<file path="config.mk">
export PLATFORM = sky130hd
export DESIGN_NAME = cart_ctl
export DESIGN_NICKNAME = d
export VERILOG_FILES = /design/src/cart_ctl.v /design/src/bank_select.v
export VERILOG_INCLUDE_DIRS = /design/src
export SDC_FILE = /design/constraint.sdc
export NUM_CORES = 1
export LEC_CHECK = 0
export CELL_PAD_IN_SITES_DETAIL_PLACEMENT = 1
export CELL_PAD_IN_SITES_GLOBAL_PLACEMENT = 1
export CORE_ASPECT_RATIO = 2
export CORE_MARGIN = 1
export CORE_UTILIZATION = 42
export DETAILED_ROUTE_END_ITERATION = 6
export DONT_BUFFER_PORTS = 1
export MAX_ROUTING_LAYER = met4
export PLACE_DENSITY_LB_ADDON = 0.08
export SETUP_SLACK_MARGIN = 0.5
export SKIP_CTS_REPAIR_TIMING = 1
export SYNTH_ARGS = -nofsm -noshare
export SYNTH_HDL_FRONTEND = slang
export SYNTH_SLANG_ARGS = --single-unit
</file>
<file path="constraint.sdc">
create_clock -name CLK -period 1.3 [get_ports CLK]
set_input_delay 0.26 -clock CLK [delete_from_list [all_inputs] [get_ports CLK]]
set_output_delay 0.26 -clock CLK [all_outputs]
set_load 0.01 [all_outputs]
</file>
<file path="src/cart_map.vh">
`ifndef CART_MAP_VH
`define CART_MAP_VH

// variant codes
`define VAR_SMALL      2'd0
`define VAR_LARGE      2'd1
`define VAR_ATA        2'd2

// host windows, as decoded by the computer
`define WIN_LEFT_LO    16'ha000
`define WIN_LEFT_HI    16'hbfff
`define WIN_RIGHT_LO   16'h8000
`define WIN_RIGHT_HI   16'h9fff
`define WIN_CTL_LO     16'hd500
`define WIN_CTL_HI     16'hd5ff

// low address byte ranges inside the control region
`define SMALL_BANK_LO  8'h00
`define SMALL_BANK_HI  8'h1f
`define ATA_BANK_LO    8'h20
`define ATA_BANK_HI    8'h3f
`define ATA_REG_LO     8'h00
`define ATA_REG_HI     8'h07

// bank select fields taken from the address
`define SMALL_BANK_MSB 3
`define SMALL_OFF_BIT  4
`define LARGE_BANK_MSB 6
`define LARGE_OFF_BIT  7
`define LARGE_DEV_BIT  6

// widths
`define WIN_AW         13
`define BANK_W         7
`define FLASH_AW       19
`define ATA_AW         3

// power-up state
`define BANK_RST       7'h00
`define OFF_RST        1'b0

`endif

</file>
<file path="src/cart_ctl.v">
`timescale 1ns/1ps
`default_nettype none
`include "cart_map.vh"

// Functional notes
// respond only in left, right, control windows
// secondary slot never decodes left window
// claim nothing outside the decoded windows
// read/write line separates reads from writes
// no host reset; power-up or button only
// host avoids stray control-region reads
// small: 128KB as 8KB left-window banks
// small: D500-D51F access loads bank bits
// small: address bit 4 disables cartridge
// banking writes ignore the data bus
// large: 1MB, bits 0-6, bit 7 disables
// large: two 4Mbit devices, bank routes device
// left-window writes pass through to flash
// storage variant: banking moves to D520-D53F
// storage variant: task file at D500-D507
// only low 8 data bits reach card
// task file and banking ranges never overlap
// disabled cartridge leaves left window undriven
module cart_ctl #(
  parameter [1:0] VARIANT   = `VAR_SMALL,
  parameter       LEFT_SLOT = 1'b1
) (
  input  wire                   CLK,
  input  wire                   RST_B,
  input  wire                   ACC,
  input  wire                   RW,
  input  wire [`WIN_AW-1:0]     A,
  input  wire                   LEFT_SEL_B,
  input  wire                   RIGHT_SEL_B,
  input  wire                   CTL_SEL_B,
  input  wire [7:0]             DIN,
  output reg  [7:0]             DOUT,
  output reg                    DOE_B,
  output reg                    CART_PRESENT,
  output reg  [`FLASH_AW-1:0]   FLASH_A,
  output reg                    FLASH_CE0_B,
  output reg                    FLASH_CE1_B,
  output reg                    FLASH_OE_B,
  output reg                    FLASH_WE_B,
  input  wire [7:0]             FLASH_DIN,
  output reg  [7:0]             FLASH_DOUT,
  output reg                    FLASH_DOE_B,
  output reg                    ATA_CS_B,
  output reg  [`ATA_AW-1:0]     ATA_A,
  output reg                    ATA_RD_B,
  output reg                    ATA_WR_B,
  input  wire [7:0]             ATA_DIN,
  output reg  [7:0]             ATA_DOUT,
  output reg                    ATA_DOE_B
);

  function in_range;
    input [7:0] a;
    input [7:0] lo;
    input [7:0] hi;
    begin
      in_range = (a >= lo) && (a <= hi);
    end
  endfunction

  reg                 acc_q;
  wire                acc_start;
  wire [7:0]          ctl_lo;
  wire                bank_range;
  wire                ata_range;
  wire                bank_hit;
  wire                ata_hit;
  wire                left_hit;
  wire                right_hit;
  wire                is_large;
  wire [`BANK_W-1:0]  bank;
  wire                off;
  wire [`FLASH_AW-1:0] flash_addr;

  assign ctl_lo    = A[7:0];
  assign acc_start = ACC & ~acc_q;
  assign is_large  = (VARIANT == `VAR_LARGE);

  // banking range per variant
  assign bank_range = (VARIANT == `VAR_LARGE) ? 1'b1 :
                      (VARIANT == `VAR_ATA) ? in_range(ctl_lo, `ATA_BANK_LO, `ATA_BANK_HI) :
                      in_range(ctl_lo, `SMALL_BANK_LO, `SMALL_BANK_HI);
  assign ata_range  = (VARIANT == `VAR_ATA) && in_range(ctl_lo, `ATA_REG_LO, `ATA_REG_HI);

  // one bank load per host access, read or write alike
  assign bank_hit  = acc_start & ~CTL_SEL_B & bank_range & ~ata_range;
  assign ata_hit   = ACC & ~CTL_SEL_B & ata_range;

  // only host-decoded selects are answered
  assign left_hit  = ACC & ~LEFT_SEL_B & LEFT_SLOT & ~off;               // see R01 see R02 see R03
  assign right_hit = ACC & ~RIGHT_SEL_B & 1'b0;

  bank_select i_bank_select (
    .clk     (CLK),
    .rst_b   (RST_B),
    .hit     (bank_hit),
    .addr    (ctl_lo),
    .variant (VARIANT),
    .bank_q  (bank),
    .off_q   (off)
  );

  // flash address: bank above the 8KB window offset
  assign flash_addr = is_large ?
                      {bank[`LARGE_DEV_BIT-1:0], A} :
                      {{(`FLASH_AW-`WIN_AW-`SMALL_BANK_MSB-1){1'b0}}, bank[`SMALL_BANK_MSB:0], A};

  always @(posedge CLK) begin
    if (!RST_B) begin
      acc_q        <= 1'b0;
      DOUT         <= 8'h00;
      DOE_B        <= 1'b1;
      CART_PRESENT <= 1'b0;
      FLASH_A      <= {`FLASH_AW{1'b0}};
      FLASH_CE0_B  <= 1'b1;
      FLASH_CE1_B  <= 1'b1;
      FLASH_OE_B   <= 1'b1;
      FLASH_WE_B   <= 1'b1;
      FLASH_DOUT   <= 8'h00;
      FLASH_DOE_B  <= 1'b1;
      ATA_CS_B     <= 1'b1;
      ATA_A        <= {`ATA_AW{1'b0}};
      ATA_RD_B     <= 1'b1;
      ATA_WR_B     <= 1'b1;
      ATA_DOUT     <= 8'h00;
      ATA_DOE_B    <= 1'b1;
    end else begin
      acc_q        <= ACC;
      CART_PRESENT <= LEFT_SLOT & ~off;
      FLASH_A      <= flash_addr;
      FLASH_CE0_B  <= ~(left_hit & (~is_large | ~bank[`LARGE_DEV_BIT]));
      FLASH_CE1_B  <= ~(left_hit & is_large & bank[`LARGE_DEV_BIT]);
      FLASH_OE_B   <= ~(left_hit & RW);
      FLASH_WE_B   <= ~(left_hit & ~RW);
      FLASH_DOUT   <= DIN;
      FLASH_DOE_B  <= ~(left_hit & ~RW);
      ATA_CS_B     <= ~ata_hit;
      ATA_A        <= A[`ATA_AW-1:0];
      ATA_RD_B     <= ~(ata_hit & RW);
      ATA_WR_B     <= ~(ata_hit & ~RW);
      ATA_DOUT     <= DIN;
      ATA_DOE_B    <= ~(ata_hit & ~RW);
      // host data bus driven only for claimed reads
      DOUT         <= ata_hit ? ATA_DIN : FLASH_DIN;
      DOE_B        <= ~((left_hit | ata_hit | right_hit) & RW);          // see R03
    end
  end

endmodule // cart_ctl

`default_nettype wire

</file>
<file path="src/bank_select.v">
`timescale 1ns/1ps
`default_nettype none
`include "cart_map.vh"

module bank_select (
  input  wire                 clk,
  input  wire                 rst_b,
  input  wire                 hit,
  input  wire [7:0]           addr,
  input  wire [1:0]           variant,
  output reg  [`BANK_W-1:0]   bank_q,
  output reg                  off_q
);

  always @(posedge clk) begin
    if (!rst_b) begin
      bank_q <= `BANK_RST;
      off_q  <= `OFF_RST;
    end else if (hit) begin
      // host data never reaches this register
      case (variant)
        `VAR_LARGE: begin
          bank_q <= addr[`LARGE_BANK_MSB:0];
          off_q  <= addr[`LARGE_OFF_BIT];
        end
        default: begin
          bank_q <= {{(`BANK_W-`SMALL_BANK_MSB-1){1'b0}}, addr[`SMALL_BANK_MSB:0]};
          off_q  <= addr[`SMALL_OFF_BIT];
        end
      endcase
    end
  end

endmodule // bank_select

`default_nettype wire

</file>
==> metrics <==
H-tree levels=2; Post-synth EDFFs=0; power after layout=0.00228 W; Skew-Pair Late Insertion Delay=about 0.28 ns; total power per unit cell area=1560 nW/µm²; multiplexer share of the synthesized area=0.0404; total of fill cells in the finished design=roughly 300; pins over their slew limit=0; Buffers on Ports=0; global-route wire length before repair=2.63 mm; IR Drop Worst-Case VDD=0.931 mV; source of the worst register-to-register timing path=acc_q$_SDFF_PN0_; post-detailed-route wirelength per cell=14.3 µm; fraction of the mapped netlist area in simple logic gates=0.195; time the worst path needs with I/O delays and setup=0.970 ns; total area of multi-input combinational cells=383 µm²; Final Setup Violations=0; Chip Width=42.3 µm; Clock Tree Root=clkbuf_8; biggest area contributors in the synthesized netlist=dfxtp_1 63%, and2_1 15%, buf_4 11%; synthesized area=1360 µm²; Syn-to-layout area delta=7.34%; most frequent cell after synthesis=dfxtp_1; launch point of the worst hold path=RW; most used flip-flop cell after synthesis=dfxtp_1; Worst EP required=approximately 1.5 ns; most instantiated cells after synthesis=43 x dfxtp_1, 32 x and2_1, 20 x buf_4; cell row count=28; count of inserted antenna diode cells=0; clock tree skew after final layout=approximately 0.006 ns; sequential standard cell area=940 µm²; fraction of synthesized cell area in xor and xnor cells=0; number of warnings printed during yosys synthesis=0; global-route usage over all layers=0.112; CP Data Arrival Time=1.15 ns; status=complete, no violations; clock tree from TritonCTS=done; post-synth top area share=0.631; count of state elements after synthesis=43; cells after synthesis=118; summed negative setup slack over all endpoints=0 ns; count of pins on the block boundary=101; part of the Yosys area used for sequential elements=0.631; maximum number of pins on one net before global-route repair=37; mean number of vias per cell=4.83; Fin. Hold Viols=0; Post-route DRC=0; leakage power figure=0.619 nW; starting density of the core=0.453; GPL Wtd Cong=0.618; biggest area consumer among synthesized cells=dfxtp_1; Vert. Die Dim=82.6 µm; antenna violations before repair=0; drt total wl=just under 2 mm; adder and majority gate portion of the synthesized area=0; class of the most critical setup path=flop to flop; post-synthesis compound-gate area fraction=0; biggest fanout along the worst timing path=5; number of nets in the layout=152; maximum capacitance violations=0; TritonCTS buffer count=5; portion of the clock cycle consumed by the worst path in the final layout=0.746; number of detailed-routing iterations run before antenna repair=3; DR iter-0 viols=3; RSZ-0062 raised after global routing=true; remaining global-route overflow=0; core area=3010 µm²; launching element of the worst setup path=acc_q$_SDFF_PN0_; share of flip-flops with an asynchronous set or reset=0; ratio of cells with drive above 1 in the final layout=0.495; TritonCTS Sinks=43; total half-perimeter wirelength after legalization and detailed placement=1.40 mm; count of different cell masters after synthesis=16; vias in the first global route=632; worst hold path type=input port to flop; synthesized area divided by synthesized cell count=11.6 µm²; Max Clk Rate=1030 MHz; CTS Buffer Depth=2; Worst setup SP type=flop; Die Area=3490 µm²; routed vias=671; element type at the critical path end=flop; clock edge transition at the registers on the reported setup and hold paths=0.07 ns; combinational family with the most area after synthesis=simple AND/OR/NAND/NOR gates; antenna-violating nets left=0
==> final timing paths <==
check	endpoint	slack, ns	cells past startpoint
setup / recovery	i_bank_select.bank_q[3]$_SDFFE_PN0P_	0.33	3
hold / removal	FLASH_OE_B$_SDFF_PN1_	0.03	1
setup reg to reg	i_bank_select.bank_q[3]$_SDFFE_PN0P_	0.33	3
hold reg to reg	CART_PRESENT$_SDFF_PN0_	0.45	1
==> layout by cell type (no fill, tap or decap) <==
| cell | instances |
|---|---|
| mux2i_1 | 1 |
| clkbuf_1 | 1 |
| and2_1 | 32 |
| inv_1 | 3 |
| nor4b_4 | 1 |
| dfxtp_4 | 12 |
| clkbuf_8 | 5 |
| nor3_4 | 1 |
| dfxtp_2 | 27 |
| nor2_4 | 1 |
| nand2_1 | 4 |
| mux2_1 | 1 |
| nand2_4 | 1 |
| nor2b_1 | 1 |
| clkinv_2 | 1 |
| clkinvlp_4 | 1 |
| mux2_4 | 3 |
| nand2b_1 | 1 |
| conb_1 | 7 |
| buf_4 | 1 |
| dfxtp_1 | 4 |
==> critical path: stages, from the launching register on <==
cell	delay (ns)
dfxtp_2	0.33
nor2_4	0.12
nand2_4	0.09
mux2_1	0.31
==> logic make-up after synthesis <==
group | Yosys count
flip-flops | 43
buffers and inverters | 26
multiplexers | 5
other | 2
AND/OR/NAND/NOR | 42
==> registers in the layout, indices dropped and copies added, names as in the netlist <==
register	count
FLASH_A	17
i_bank_select.off_q	1
FLASH_OE_B	1
CART_PRESENT	1
DOUT	8
FLASH_CE0_B	1
FLASH_DOE_B	1
FLASH_DOUT	8
i_bank_select.bank_q	4
acc_q	1
==> power by group <==
part / total [W] / switching (W) / leakage, nW / internal [W]
registers: 0.00143 / 0.0000629 / 0.369 / 0.00137
logic: 0.0000636 / 0.0000293 / 0.209 / 0.0000343
clock network: 0.000785 / 0.000411 / 0.0412 / 0.000375
==> per-stage QoR <==
stage | setup slack [ns] | hold slack (ns) | cell area [µm²] | instances | utilization
final | 0.330 | 0.0343 | 1460 | 139 | 0.486
after global routing | 0.300 | 0.0268 | 1460 | 139 | 0.486
after CTS | 0.261 | 0.0270 | 1340 | 138 | 0.446
after detailed placement | 0.115 | 0.331 | 1260 | 130 | 0.417
after global placement | 0.149 | 0.326 | 1260 | 130 | 0.417
after floorplan | 0.230 | 0.322 | 1380 | 123 | -
==> metal layers <==
layer	wire length, µm	track usage	up-vias	part of all wire
met3	182	0.0500	7	0.091
li1	-	-	306	-
met5	0	-	-	0
met2	1100	0.186	57	0.55
met4	65	0.106	0	0.033
met1	645	0.0863	301	0.32
==> cell type report <==
cell class	instances	share of cell area
Tap cell	30	0.0256
Multi-Input combinational cell	54	0.262
Inverter	3	0.00769
Clock inverter	2	0.00855
Sequential cell	43	0.642
Timing Repair Buffer	1	0.00513
Clock buffer	6	0.0496
No activity file was read; power rests on OpenSTA's default activity.
